<file path="src/hdl/dpt_params.svh">
// Constants for the DDR2 init and power-down timing block
`ifndef DPT_PARAMS_SVH
`define DPT_PARAMS_SVH
`define DPT_OFF_TIMING 12'h048
`define DPT_OFF_PAD 12'h04c
`define DPT_OFF_CTRL 12'h050
`define DPT_OFF_STAT 12'h054
`define DPT_RST_UNIT 1024
`define DPT_TICK_PERIOD 32
`define DPT_PAD_TIME_RESET 3'h7
`define DPT_PAD_DIS_RESET 1'h0
`define DPT_TIM_RSTN_HI 31
`define DPT_TIM_RSTN_LO 24
`define DPT_TIM_OCD_HI 19
`define DPT_TIM_OCD_LO 16
`define DPT_TIM_FIN_HI 14
`define DPT_TIM_FIN_LO 8
`define DPT_TIM_PD_HI 4
`define DPT_TIM_PD_LO 0
`define DPT_PAD_DIS_BIT 12
`define DPT_PAD_TIME_HI 10
`define DPT_PAD_TIME_LO 8
`define DPT_HYST_HI 7
`define DPT_HYST_LO 0
`define DPT_CTRL_START_BIT 0
`define DPT_CTRL_PDEN_BIT 1
`define DPT_CTRL_PROT_BIT 2
`define DPT_TIM_MASK 32'hff0f7f1f
`endif

</file>
<file path="src/hdl/dpt_pkg.sv">
// Types for the DDR2 init and power-down timing block
package dpt_pkg;
  typedef enum logic [2:0] {
    DPT_IDLE = 3'b000,
    DPT_RESET_LOW = 3'b001,
    DPT_PRE_OCD = 3'b010,
    DPT_FINAL_WAIT = 3'b011,
    DPT_RUN = 3'b100,
    DPT_POWERDOWN = 3'b101
  } dpt_state_t;
endpackage : dpt_pkg

</file>
<file path="src/hdl/dpt_hysteresis.sv">
// Go-to-critical hysteresis counter for one queue
`timescale 1ns/1ps
module dpt_hysteresis #(
  parameter int W = 8
) (
  input wire logic clk,
  input wire logic rst,
  input wire logic ce,
  input wire logic request,
  input wire logic [W-1:0] limit,
  output logic critical
);
  logic [W-1:0] count_reg;
  wire reached = (count_reg >= limit);
  // Request must be held for limit cycles before going critical
  always_ff @(posedge clk) begin
    if (rst) begin
      count_reg <= '0;
      critical <= 1'b0;
    end else if (ce) begin
      if (!request) begin
        count_reg <= '0;
        critical <= 1'b0;
      end else begin
        if (!reached) count_reg <= count_reg + 1'b1;
        critical <= reached;
      end
    end
  end
endmodule : dpt_hysteresis

</file>
<file path="src/hdl/dpt_top.sv">
// DDR2 init sequencing, power-down timing and queue hysteresis with APB registers
//
// The APB register port was decided locally.
`timescale 1ns/1ps
`include "dpt_params.svh"
module dpt_top #(
  parameter int HYST_W = 8
) (
  input wire logic SYS_CLK,
  input wire logic RESET,
  input wire logic CLK_EN,
  input wire logic PSEL,
  input wire logic PENABLE,
  input wire logic PWRITE,
  input wire logic [11:0] PADDR,
  input wire logic [31:0] PWDATA,
  output logic [31:0] PRDATA,
  output logic PREADY,
  output logic PSLVERR,
  input wire logic DRAM_BUS_IDLE,
  input wire logic INIT_SEQ_DONE,
  input wire logic READ_QUEUE_CRITICAL_REQUEST,
  input wire logic WRITE_QUEUE_CRITICAL_REQUEST,
  output logic DRAM_RESET_N,
  output logic OCD_COMPLETE_CMD,
  output logic SCHEDULER_START,
  output logic POWERDOWN_ACTIVE,
  output logic PAD_POWERDOWN,
  output logic PAD_READY,
  output logic READ_QUEUE_CRITICAL,
  output logic WRITE_QUEUE_CRITICAL
);
  logic [31:0] timing_reg;
  logic pad_dis_reg;
  logic [2:0] pad_time_reg;
  logic [7:0] hyst_reg;
  logic start_reg, pden_reg, prot_reg;
  dpt_pkg::dpt_state_t state_reg, state_next;
  logic [4:0] tick_cnt_reg;
  logic tick_reg;
  logic [17:0] wait_reg;
  logic [4:0] idle_reg;
  logic [2:0] pad_cnt_reg;
  logic pad_target_reg;
  logic rd_crit, wr_crit;

  function automatic logic hit(input logic [11:0] a, input logic [11:0] off);
    hit = (a == off);
  endfunction : hit

  wire acc = PSEL && PENABLE && CLK_EN;
  wire wr = acc && PWRITE;
  wire sel_tim = hit(PADDR, `DPT_OFF_TIMING);
  wire sel_pad = hit(PADDR, `DPT_OFF_PAD);
  wire sel_ctl = hit(PADDR, `DPT_OFF_CTRL);
  wire sel_sta = hit(PADDR, `DPT_OFF_STAT);
  wire mapped = sel_tim || sel_pad || sel_ctl || sel_sta;
  wire [7:0] f_rstn = timing_reg[`DPT_TIM_RSTN_HI:`DPT_TIM_RSTN_LO];
  wire [3:0] f_ocd = timing_reg[`DPT_TIM_OCD_HI:`DPT_TIM_OCD_LO];
  wire [6:0] f_fin = timing_reg[`DPT_TIM_FIN_HI:`DPT_TIM_FIN_LO];
  wire [4:0] f_pd = timing_reg[`DPT_TIM_PD_HI:`DPT_TIM_PD_LO];
  wire [17:0] rstn_clocks = {f_rstn, 10'h000};
  wire idle_expired = (idle_reg >= f_pd);
  wire leave_pd = !DRAM_BUS_IDLE || !pden_reg;
  wire pad_want = (state_reg == dpt_pkg::DPT_POWERDOWN) && !pad_dis_reg;
  wire pad_settled = (pad_cnt_reg >= pad_time_reg);

  wire [31:0] rd_word =
    sel_tim ? timing_reg :
    sel_pad ? {19'h00000, pad_dis_reg, 1'b0, pad_time_reg, hyst_reg} :
    sel_ctl ? {29'h00000000, prot_reg, pden_reg, start_reg} :
    sel_sta ? {27'h0000000, state_reg, WRITE_QUEUE_CRITICAL, READ_QUEUE_CRITICAL} :
    32'h00000000;

  // APB slave: zero-wait, unmapped access answers with PSLVERR
  always_ff @(posedge SYS_CLK) begin
    if (RESET) begin
      PRDATA <= 32'h00000000;
      PREADY <= 1'b0;
      PSLVERR <= 1'b0;
    end else if (CLK_EN) begin
      PREADY <= PSEL && !PENABLE;
      PSLVERR <= PSEL && !PENABLE && !mapped;
      if (PSEL && !PENABLE && !PWRITE) PRDATA <= rd_word;
    end
  end

  wire wr_ok = wr && PREADY;
  always_ff @(posedge SYS_CLK) begin
    if (RESET) begin
      timing_reg <= 32'h00000000;
      pad_dis_reg <= `DPT_PAD_DIS_RESET;
      pad_time_reg <= `DPT_PAD_TIME_RESET;
      hyst_reg <= 8'h00;
      start_reg <= 1'b0;
      pden_reg <= 1'b0;
      prot_reg <= 1'b0;
    end else if (CLK_EN) begin
      if (wr_ok && sel_tim) timing_reg <= PWDATA & `DPT_TIM_MASK;
      if (wr_ok && sel_pad) begin
        hyst_reg <= PWDATA[`DPT_HYST_HI:`DPT_HYST_LO];
        // Protected fields keep their value while protection is on
        if (!prot_reg) begin
          pad_dis_reg <= PWDATA[`DPT_PAD_DIS_BIT];
          pad_time_reg <= PWDATA[`DPT_PAD_TIME_HI:`DPT_PAD_TIME_LO];
        end
      end
      if (wr_ok && sel_ctl) begin
        start_reg <= PWDATA[`DPT_CTRL_START_BIT];
        pden_reg <= PWDATA[`DPT_CTRL_PDEN_BIT];
        prot_reg <= PWDATA[`DPT_CTRL_PROT_BIT];
      end
    end
  end

  // Shared 32-cycle tick drives every x32 count
  always_ff @(posedge SYS_CLK) begin
    if (RESET) begin
      tick_cnt_reg <= 5'h00;
      tick_reg <= 1'b0;
    end else if (CLK_EN) begin
      tick_cnt_reg <= tick_cnt_reg + 5'h01;
      tick_reg <= (tick_cnt_reg == 5'(`DPT_TICK_PERIOD - 1));
    end
  end

  always_comb begin
    state_next = state_reg;
    case (state_reg)
      dpt_pkg::DPT_IDLE: if (start_reg) state_next = dpt_pkg::DPT_RESET_LOW;
      dpt_pkg::DPT_RESET_LOW:
        if (wait_reg >= rstn_clocks) state_next = dpt_pkg::DPT_PRE_OCD;
      dpt_pkg::DPT_PRE_OCD:
        if (wait_reg >= {14'h0000, f_ocd}) state_next = dpt_pkg::DPT_FINAL_WAIT;
      dpt_pkg::DPT_FINAL_WAIT:
        if (INIT_SEQ_DONE && wait_reg >= {11'h000, f_fin})
          state_next = dpt_pkg::DPT_RUN;
      dpt_pkg::DPT_RUN:
        if (pden_reg && DRAM_BUS_IDLE && idle_expired)
          state_next = dpt_pkg::DPT_POWERDOWN;
      dpt_pkg::DPT_POWERDOWN:
        if (leave_pd && (pad_settled || !pad_target_reg)) state_next = dpt_pkg::DPT_RUN;
      default: state_next = dpt_pkg::DPT_IDLE;
    endcase
    if (!start_reg) state_next = dpt_pkg::DPT_IDLE;
  end

  // Reset-low counts clocks; later phases count shared ticks
  wire phase_change = (state_next != state_reg);
  wire count_en = (state_reg == dpt_pkg::DPT_RESET_LOW) ? 1'b1 :
    (tick_reg && (state_reg == dpt_pkg::DPT_PRE_OCD ||
    (state_reg == dpt_pkg::DPT_FINAL_WAIT && INIT_SEQ_DONE)));
  always_ff @(posedge SYS_CLK) begin
    if (RESET) begin
      state_reg <= dpt_pkg::DPT_IDLE;
      wait_reg <= 18'h00000;
    end else if (CLK_EN) begin
      state_reg <= state_next;
      if (phase_change) wait_reg <= 18'h00000;
      else if (count_en && wait_reg != 18'h3ffff) wait_reg <= wait_reg + 18'h00001;
    end
  end

  // Idle timer restarts whenever the bus carries anything but NOP or DESELECT
  always_ff @(posedge SYS_CLK) begin
    if (RESET) begin
      idle_reg <= 5'h00;
    end else if (CLK_EN) begin
      if (state_reg != dpt_pkg::DPT_RUN || !DRAM_BUS_IDLE) idle_reg <= 5'h00;
      else if (tick_reg && !idle_expired) idle_reg <= idle_reg + 5'h01;
    end
  end

  // Pads follow power down unless disabled; each move waits pad time clocks
  always_ff @(posedge SYS_CLK) begin
    if (RESET) begin
      pad_target_reg <= 1'b0;
      pad_cnt_reg <= 3'h0;
      PAD_POWERDOWN <= 1'b0;
      PAD_READY <= 1'b1;
    end else if (CLK_EN) begin
      if (pad_want != pad_target_reg) begin
        pad_target_reg <= pad_want;
        pad_cnt_reg <= 3'h0;
        PAD_READY <= 1'b0;
      end else if (!pad_settled) begin
        pad_cnt_reg <= pad_cnt_reg + 3'h1;
      end else begin
        PAD_READY <= 1'b1;
      end
      PAD_POWERDOWN <= pad_target_reg;
    end
  end

  always_ff @(posedge SYS_CLK) begin
    if (RESET) begin
      DRAM_RESET_N <= 1'b0;
      OCD_COMPLETE_CMD <= 1'b0;
      SCHEDULER_START <= 1'b0;
      POWERDOWN_ACTIVE <= 1'b0;
      READ_QUEUE_CRITICAL <= 1'b0;
      WRITE_QUEUE_CRITICAL <= 1'b0;
    end else if (CLK_EN) begin
      DRAM_RESET_N <= (state_reg != dpt_pkg::DPT_IDLE) &&
        (state_reg != dpt_pkg::DPT_RESET_LOW);
      OCD_COMPLETE_CMD <= (state_reg == dpt_pkg::DPT_PRE_OCD) &&
        (state_next == dpt_pkg::DPT_FINAL_WAIT);
      SCHEDULER_START <= (state_reg == dpt_pkg::DPT_RUN) ||
        (state_reg == dpt_pkg::DPT_POWERDOWN);
      POWERDOWN_ACTIVE <= (state_reg == dpt_pkg::DPT_POWERDOWN);
      READ_QUEUE_CRITICAL <= rd_crit;
      WRITE_QUEUE_CRITICAL <= wr_crit;
    end
  end

  dpt_hysteresis #(.W(HYST_W)) u_rd_hyst (
    .clk(SYS_CLK),
    .rst(RESET),
    .ce(CLK_EN),
    .request(READ_QUEUE_CRITICAL_REQUEST),
    .limit(HYST_W'(hyst_reg)),
    .critical(rd_crit)
  );

  dpt_hysteresis #(.W(HYST_W)) u_wr_hyst (
    .clk(SYS_CLK),
    .rst(RESET),
    .ce(CLK_EN),
    .request(WRITE_QUEUE_CRITICAL_REQUEST),
    .limit(HYST_W'(hyst_reg)),
    .critical(wr_crit)
  );
endmodule : dpt_top

</file>
<file path="config.mk">
export PLATFORM = sky130hd
export DESIGN_NAME = dpt_top
export DESIGN_NICKNAME = d
export VERILOG_FILES = /design/src/hdl/dpt_pkg.sv /design/src/hdl/dpt_hysteresis.sv /design/src/hdl/dpt_top.sv
export VERILOG_INCLUDE_DIRS = /design/src /design/src/hdl
export SDC_FILE = /design/constraint.sdc
export NUM_CORES = 1
export LEC_CHECK = 0
export BUFFER_PORTS_ARGS = -buffer_cell sky130_fd_sc_hd__buf_4
export CORE_MARGIN = 4
export CORE_UTILIZATION = 39
export CTS_CLUSTER_SIZE = 25
export DETAILED_ROUTE_END_ITERATION = 8
export SYNTH_ARGS = -nofsm -noshare
export SYNTH_HDL_FRONTEND = slang
export SYNTH_SLANG_ARGS = --single-unit
</file>
<file path="constraint.sdc">
create_clock -name SYS_CLK -period 3 [get_ports SYS_CLK]
set_input_delay 0.6 -clock SYS_CLK [delete_from_list [all_inputs] [get_ports SYS_CLK]]
set_output_delay 0.6 -clock SYS_CLK [all_outputs]
set_load 0.05 [all_outputs]
</file>
==> metrics, run 1 <==
post-synthesis xor/xnor area fraction ~3.2%; top_reg_cell synth dfxtp_1; Vias/cell 5.19; Reg2Reg Launch Point wait_reg[0]$_SDFFE_PP0P_; Reg power frac slightly above 40%; worst slew pin tran about 0.70 ns; 1st-pass router iterations 4; Tightest Hold Check Type input pin to flip-flop; wire per inst about 15 um; top area cells in the synthesized netlist dfxtp_1 38%, ha_1 9.3%, nand2_1 6.9%; startpoint types flip-flop; clock share of power a little over half; Post-synth EDFFs 0; warnings from Yosys 0; Num CTS Buffers 17; DRC 0; sw frac a little over a fifth; first-pass GRT wire length 29100 um; chip width between 100 and 150 um; Crit. End Element flip-flop; total global routing track utilization a little under a fifth; critical path's slowest cell o32a_1; core area between 0.015 and 0.02 mm^2; commonest non-fill, non-tap cell in the layout dfxtp_1; Pleak between 0.003 and 0.004 uW; antenna viol nets, final 0; status finished clean; worst-path cell chain inv_1 > ha_1 > nand2b_1 > a211o_1 > a311oi_2 > nor2_1 > o32a_1 > mux2_2 > or3_1 > a21oi_1; Clock Skews around 0.007 ns; Slew Limit Fails 0; WS Path Type flip-flop to flip-flop; simple-gate share of the synthesized area between 20% and 30%; part of the cycle the worst path needs roughly 94%; DR iter-0 viols 320; die height approximately 140 um; DP HPWL approximately 13000 um; row count 48; Final Wtd Congestion slightly above 0.8; CP startpoint wait_reg[0]$_SDFFE_PP0P_; logic gate share of total power under 10%; Largest stage delay, worst path 0.41 ns; NumNets Final 1032; library cells used by synthesis 68; syn avg cell area ~8.1 um^2; Setup crit end wait_reg[8]$_SDFFE_PP0P_; post-layout util 48.9%; Final min period approximately 2.8 ns; post-synth top area share 38.1%; WP data required roughly 3.4 ns; IR drop worst, VDD 0.399 mV; CP arrival roughly 3.2 ns; largest family of logic cells by synthesized area simple AND/OR/NAND/NOR gates; fmax ~350 MHz; Compound-Gate Fraction of Synth Area around 17%; H-tree levels 4; Port Buffers between 80 and 90; R2R depth 10; die area a little under 0.02 mm^2; final hold vios 0; CP top delay family compound AO/OA/AOI/OAI gates; Detailed Route WL roughly 18000 um; Power Internal around 3400 uW; clk buf depth 2; Post-synth ARST share 0%; CTS sink cnt 130; vias after detailed routing just over 6000; Layout Area Growth over Synthesis 23.5%; clock slew at reported path FFs ~0.06 ns; most frequent cells in the layout 129 x dfxtp_1, 126 x nand2_1, 111 x buf_4, 94 x a21oi_1, 73 x nor2_1; ant diodes 0; post-synthesis sequential area ratio 38.1%; GR Overflow Total 0; Mapped Cells about 840; Worst-Skew Late Latency between 0.4 and 0.5 ns; setup_tns 0 ns; fill count between 1500 and 2000; Root Driver clkbuf_16; CP max FO 3; WP buf/inv 1; stages on the worst setup path 10; power per standard cell area around 510 mW/mm^2; share of layout cells above drive strength 1 between 10% and 20%; largest net degree at the start of global routing 50; Synth Area in Adders 9.34%; R2R Path End wait_reg[8]$_SDFFE_PP0P_; CTS Hold Bufs 0; Slew headroom 52.7%; top cell type by total area after synthesis dfxtp_1; net switching power a little over 900 uW; Mapped Area 0.00683 mm^2; initial antenna violation count 0; synthesized flop and latch total 130; IO Pins 96; max reg flops 27; TritonCTS clock tree built; multiplexer share of the synthesized area 3.26%; reg-to-reg slack, setup around 0.18 ns; RSZ-0062 raised after global routing no; vias in the first global route ~5800; Initial Utilization approximately 40%; max_cap viols 0; Setup-failing EPs final 0
## layout make-up
class | count | area (um^2) | share of cell area [%]
flip-flops and latches | 130 | 2600 | 30.9
multi-input cells | 622 | 3880 | 46.0
repair buffers | 112 | 853 | 10.1
clock buffers | 21 | 470 | 5.58
well taps | 225 | 282 | 3.34
inverters | 44 | 165 | 1.96
clock inverters | 10 | 180 | 2.14
## logic make-up (layout without fill, tap and decap cells)
family | count (synthesis) | count (layout)
buffers and inverters | 90 | 187
xor gates and xnor gates | 25 | 25
AOI/OAI and AO/OA | 181 | 181
and+or+nand+nor | 338 | 338
adders and majority gates | 51 | 51
muxes | 22 | 22
other | 1 | 5
DFF | 130 | 130
## synthesized netlist by cell type, drive strengths merged, types with 13 or more instances
cell / instances
clkbuf: 31
mux2i: 20
nand2: 127
nand3: 42
ha: 51
inv: 44
nand4: 13
dfxtp: 130
o21ai: 28
nor2: 74
buf: 15
xor2: 20
a21oi: 94
## what timing repair did
item	in CTS	in global routing
endpoints found under the setup margin	0	3
resized for setup	0	3
buffers inserted	0	1
## layer usage
| metal | track usage, % | vias to the layer above | wire [um] |
|---|---|---|---|
| met5 | 0 | - | 0 |
| met4 | 5.71 | 0 | 270 |
| met3 | 4.03 | 15 | 721 |
| met2 | 31.4 | 97 | 9140 |
| met1 | 22.5 | 2837 | 7680 |
| li1 | - | 3094 | - |
## how the worst min path moves through the flow
stage / from / endpoint / slack [ns] / depth (start not counted)
after floorplan: timing_reg[10]$_SDFFE_PP0P_ / timing_reg[10]$_SDFFE_PP0P_ / 0.44 / 2
after global placement: PRDATA[24]$_SDFFE_PP0P_ / PRDATA[24]$_SDFFE_PP0P_ / 0.44 / 2
after detailed placement: PRDATA[30]$_SDFFE_PP0P_ / PRDATA[30]$_SDFFE_PP0P_ / 0.44 / 2
after CTS: PWDATA[8] / pad_time_reg[0]$_SDFFE_PP1P_ / 0.38 / 2
after global routing: PWDATA[9] / pad_time_reg[1]$_SDFFE_PP1P_ / 0.39 / 2
final: PWDATA[8] / pad_time_reg[0]$_SDFFE_PP1P_ / 0.40 / 2
## power groups by stage
stage               Clock (uW)  Sequential, uW  Combinational (uW)
CTS                       2350            1750                 227
detailed placement           0            1790                 227
finish                    2300            1750                 227
global placement             0            1790                 226
floorplan                    0            1800                 120
global route              2420            1750                 248
## through the flow
step / cell area (um^2) / hold WS [ns] / worst slack (ns) / instances / power (uW)
2_1_floorplan: 6840 / 0.436 / 0.304 / 842 / 1920
3_3_place_gp: 7770 / 0.440 / 0.120 / 1132 / 2010
3_5_place_dp: 7770 / 0.444 / 0.107 / 1132 / 2010
4_1_cts: 8420 / 0.384 / 0.0743 / 1163 / 4320
5_1_grt: 8440 / 0.395 / 0.0110 / 1164 / 4420
6_report: 8440 / 0.403 / 0.180 / 1164 / 4270
## worst reg2reg max path, cell delays in order, from the launching register on
cell and delay [ns]:
dfxtp_1 0.32, inv_1 0.09, ha_1 0.27, nand2b_1 0.14, a211o_1 0.30, a311oi_2 0.34, nor2_1 0.13, o32a_1 0.41
mux2_2 0.29, or3_1 0.34, a21oi_1 0.13
Power figures use the tool's default switching activity.
==> inputs of run 2 (changes only) <==
--- a/config.mk
+++ b/config.mk
@@ -11,6 +11,8 @@
 export CORE_UTILIZATION = 39
 export CTS_CLUSTER_SIZE = 25
 export DETAILED_ROUTE_END_ITERATION = 8
+export PLACE_DENSITY = 0.62
+export SKIP_LAST_GASP = 1
 export SYNTH_ARGS = -nofsm -noshare
 export SYNTH_HDL_FRONTEND = slang
 export SYNTH_SLANG_ARGS = --single-unit
==> run 2 against run 1 <==
Against the previous run:
- final cell count decreased by 0.17%
- core utilization decreased by 0.22 points
- die area unchanged
- flip-flop and latch count unchanged
- fmax decreased by 1.4%
- register-to-register slack got worse by 0.04 ns
- clock power about the same
- critical endpoint unchanged
- largest cell class unchanged
==> metrics, run 2 (synthesized netlist as in run 1, its figures left out) <==
status finished clean; max reg flops 27; vias after detailed routing between 6000 and 7000; IO Pins between 90 and 100; H-tree levels 4; fmax 350 MHz; Num CTS Buffers 17; Multi-input gate area roughly 0.0039 mm^2; postcts setup bufs 0; clock slew at reported path FFs about 0.06 ns; final hold vios 0; max_cap viols 0; Detailed Route WL between 15000 and 20000 um; 1st-pass router iterations 5; register area ~0.0026 mm^2; CTS Hold Bufs 0; power per standard cell area approximately 500 mW/mm^2; Tightest Hold Check Type input pin to flip-flop; die area 0.0197 mm^2; Port Buffers 85; CP max FO 5; die height approximately 140 um; wire per inst around 15 um; GR Overflow Total 0; Layout Area Growth over Synthesis 23.0%; first-pass GRT wire length between 20000 and 30000 um; Initial Utilization between 30% and 40%; core area about 0.017 mm^2; vias in the first global route 6003; Root Driver clkbuf_16; Clock Skews between 0.01 and 0.015 ns; CP arrival ~3.2 ns; antenna viol nets, final 0; ant diodes 0; fill count 1661; dpl cells around 1100; Pleak 0.00335 uW; IR drop worst, VDD 0.413 mV; Vias/cell 5.23; RSZ-0062 raised after global routing yes; DP HPWL 12800 um; DRC 0; row count 48; WP data required 3.36 ns; R2R depth 10; Worst-Skew Late Latency ~0.43 ns; TritonCTS clock tree built; largest net degree at the start of global routing 70; hold slack 0.395 ns; worst slew pin tran between 0.7 and 0.8 ns; commonest non-fill, non-tap cell in the layout dfxtp_1; Final Wtd Congestion ~0.80; share of layout cells above drive strength 1 between 10% and 20%; DR iter-0 viols 404; post-layout util 48.7%; initial antenna violation count 0; most frequent cells in the layout 130 x dfxtp_1, 126 x nand2_1, 108 x buf_4, 94 x a21oi_1, 73 x nor2_1; Crit. End Element flip-flop; part of the cycle the worst path needs a little over nine tenths; Final min period ~2.9 ns; chip width ~140 um; NumNets Final approximately 1000; CTS sink cnt 130; WS Path Type flip-flop to flip-flop; total global routing track utilization a little under a fifth; clk buf depth 2; startpoint types flip-flop; Post-Layout Cell Count 1162; Worst Hold Path Cells 2; Slew headroom between 50 and 60%; Setup-failing EPs final 0; Slew Limit Fails 0
-- run 2: cell count changes in the layout (fill, tap and decap cells not counted), sizes merged --
cell	before	now
clkinvlp	2	5
buf	112	109
clkbuf	21	19
-- run 2: cell type report --
cell class,count,area share [%]
clock buffer,19,5.15
clock inverter,13,2.50
inverter,44,1.97
multi-input combinational,622,46.1
sequential,130,31.0
tap,225,3.35
timing repair buffer,109,9.89
-- run 2: final timing paths --
| check | from | to | slack (ns) |
|---|---|---|---|
| max | wait_reg[0]$_SDFFE_PP0P_ | wait_reg[8]$_SDFFE_PP0P_ | 0.14 |
| min | PWDATA[8] | pad_time_reg[0]$_SDFFE_PP1P_ | 0.40 |
| max reg2reg | wait_reg[0]$_SDFFE_PP0P_ | wait_reg[8]$_SDFFE_PP0P_ | 0.14 |
| min reg2reg | PRDATA[30]$_SDFFE_PP0P_ | PRDATA[30]$_SDFFE_PP0P_ | 0.45 |
-- run 2: worst max-delay path, stage by stage (launching register included) --
cell and delay, ns:
dfxtp_1 0.33, inv_1 0.09, ha_1 0.27, nand2b_1 0.13, a211o_1 0.30, a311oi_2 0.32, nor2_1 0.17, o32a_1 0.42
mux2_2 0.30, or3_1 0.34, a21oi_1 0.14
-- run 2: what timing repair did --
action | 4_1_cts | 5_1_grt
resized for setup | 0 | 1
setup endpoints to repair | 0 | 2
endpoints found under the hold margin | 0 | 0
-- run 2: where the power goes --
group          internal (uW)  switching [uW]
combinational           87.4             137
sequential              1740            10.4
clock                   1470             795
-- run 2: layer usage --
layer  vias up  share of wire, %  wire, um  global-route usage [%]
met4         0               1.8       314                    7.04
met5         -                 0         0                       0
met2       115                49      8500                    30.7
met3        25               4.0       702                    3.62
li1       3103                 -         -                       -
met1      2838                45      7920                    23.2
-- run 2: through the flow --
| step | instance area (um^2) | power, uW | setup TNS [ns] | worst slack, ns |
|---|---|---|---|---|
| finish | 8400 | 4240 | 0 | 0.139 |
| detailed placement | 7750 | 2010 | 0 | 0.122 |
| CTS | 8390 | 4270 | 0 | 0.0979 |
| global placement | 7750 | 2010 | 0 | 0.137 |
| floorplan | 6840 | 1920 | 0 | 0.304 |
| global route | 8400 | 4380 | -0.0302 | -0.0302 |
==> inputs of run 3 (changes only) <==
--- a/config.mk
+++ b/config.mk
@@ -6,12 +6,12 @@
 export SDC_FILE = /design/constraint.sdc
 export NUM_CORES = 1
 export LEC_CHECK = 0
-export BUFFER_PORTS_ARGS = -buffer_cell sky130_fd_sc_hd__buf_4
+export BUFFER_PORTS_ARGS = -buffer_cell sky130_fd_sc_hd__buf_2
 export CORE_MARGIN = 4
-export CORE_UTILIZATION = 39
+export CORE_UTILIZATION = 45
 export CTS_CLUSTER_SIZE = 25
 export DETAILED_ROUTE_END_ITERATION = 8
-export PLACE_DENSITY = 0.62
+export PLACE_DENSITY = 0.69
 export SKIP_LAST_GASP = 1
 export SYNTH_ARGS = -nofsm -noshare
 export SYNTH_HDL_FRONTEND = slang
==> run 3 against run 2 <==
Against the previous run:
- final cell count down 3.5%
- clock-buffer cell count up 3
- critical path depth unchanged
- core utilization up 6.5 points
- worst setup slack worse by 0.0049 ns
- clock skew up 0.0019 ns
- register-to-register slack about the same
==> metrics, run 3 (synthesized netlist as in run 1, its figures left out) <==
total global routing track utilization between 10% and 20%; worst-path cell chain inv_1 > ha_1 > nand2b_1 > a211o_1 > a311oi_2 > nor2_1 > o32a_1 > mux2_2 > or3_1 > a21oi_1; status finished clean; Largest stage delay, worst path 0.41 ns; NumNets Final between 1000 and 1500; vias in the first global route 5813; final hold vios 0; Crit. End Element flip-flop; max_cap viols 0; Final min period 2.87 ns; CP arrival about 3.2 ns; Port Buffers 85; DP HPWL around 12000 um; DR iter-0 viols between 200 and 300; Setup-failing EPs final 0; clk buf depth 2; startpoint types flip-flop; CP max FO 3; WS Path Type flip-flop to flip-flop; antenna viol nets, final 0; Num CTS Buffers 17; Power Internal between 3000 and 4000 uW; WP buf/inv 1; logic gate share of total power 5.0%; Power Total a little over 4000 uW; Worst-Skew Late Latency about 0.43 ns; GR Overflow Total 0; commonest non-fill, non-tap cell in the layout dfxtp_1; Reg power frac a little over two fifths; worst slew pin tran around 0.68 ns; vias after detailed routing 6077; hold slack ~0.4 ns; TritonCTS clock tree built; IO Pins 96; initial antenna violation count 0; part of the cycle the worst path needs about 96%; row count 44; Final Wtd Congestion between 0.8 and 0.9; H-tree levels 4; core area roughly 0.015 mm^2; Tightest Hold Check Type input pin to flip-flop; IR drop worst, VDD 0.374 mV; Initial Utilization 46.5%; most frequent cells in the layout 129 x dfxtp_1, 126 x nand2_1, 94 x a21oi_1, 84 x buf_2, 73 x nor2_1; Layout Area Growth over Synthesis 19.0%; critical path's slowest cell o32a_1; Slew Limit Fails 0; clock share of power 52.7%; RSZ-0062 raised after global routing no; die area 0.0172 mm^2; Root Driver clkbuf_16; Slew headroom a little over half; CP top delay family compound AO/OA/AOI/OAI gates; power per standard cell area ~500 mW/mm^2; CTS sink cnt 130; 1st-pass router iterations 5; Clock Skews 0.0127 ns; Vias/cell between 5 and 6; chip width about 130 um; net switching power about 900 uW; first-pass GRT wire length around 28000 um; die height roughly 130 um; max reg flops 27; largest net degree at the start of global routing 57; share of layout cells above drive strength 1 between 15 and 20%; ant diodes 0; Pleak between 0.003 and 0.004 uW; clock slew at reported path FFs ~0.060 ns; DRC 0; fmax around 350 MHz; sw frac between 20% and 30%; Detailed Route WL 16800 um; wire per inst approximately 15 um; WP data required about 3.4 ns; setup_tns 0 ns
## run 3: cell types whose count changed in the layout (fill, tap and decap cells not counted), moves of 2 or more
cell,delta
clkinvlp_4,-4
buf_4,-85
clkinv_2,+3
buf_2,+84
clkbuf_8,+2
## run 3: worst register-to-register path, delay by kind of cell, from the launching register on
kind | cells | cell delay, ns
AO/OA/AOI/OAI | 4 | 1.22
adder cells (fa/ha/maj) | 1 | 0.27
buffers and inverters | 1 | 0.08
flip-flops | 1 | 0.33
multiplexers | 1 | 0.30
AND/OR/NAND/NOR | 3 | 0.61
## run 3: final timing paths
check | from | end | slack, ns | depth (start not counted)
hold reg to reg | PRDATA[11]$_SDFFE_PP0P_ | PRDATA[11]$_SDFFE_PP0P_ | 0.45 | 2
setup / recovery | wait_reg[0]$_SDFFE_PP0P_ | wait_reg[8]$_SDFFE_PP0P_ | 0.13 | 10
setup reg to reg | wait_reg[0]$_SDFFE_PP0P_ | wait_reg[8]$_SDFFE_PP0P_ | 0.13 | 10
hold / removal | PWDATA[8] | pad_time_reg[0]$_SDFFE_PP1P_ | 0.40 | 2
## run 3: routing by layer
metal | track usage [%] | vias to the layer above | wire [um]
met5 | 0 | - | 0
li1 | - | 3096 | -
met4 | 6.88 | 0 | 329
met2 | 33.6 | 140 | 8160
met1 | 24.6 | 2817 | 7560
met3 | 4.93 | 24 | 740
## run 3: repair_timing
item	CTS	global route
buffers inserted	0	0
hold buffers	0	0
endpoints found under the setup margin	0	4
resized for setup	0	1
## run 3: through the flow
stage / worst slack (ns) / utilization [%] / area, um^2 / instances
2_1_floorplan: 0.304 / - / 6840 / 842
3_3_place_gp: 0.138 / 51.0 / 7500 / 1089
3_5_place_dp: 0.126 / 51.0 / 7500 / 1089
6_report: 0.134 / 55.3 / 8120 / 1121
5_1_grt: 0.00517 / 55.3 / 8120 / 1121
4_1_cts: 0.0741 / 55.3 / 8120 / 1121
## run 3: layout make-up
class                           count  area [um^2]
Multi-Input combinational cell    622         3870
Inverter                           44          165
Fill cell                        1365         6580
Clock buffer                       22          464
Tap cell                          184          230
Sequential cell                   130         2600
Timing Repair Buffer              109          633
Clock inverter                     10          156
## run 3: power groups by stage
stage / combinational, uW / clock [uW] / sequential [uW]
after detailed placement: 205 / 0 / 1790
after global placement: 205 / 0 / 1790
after global routing: 227 / 2300 / 1750
after floorplan: 120 / 0 / 1800
after CTS: 207 / 2210 / 1750
final: 207 / 2180 / 1750
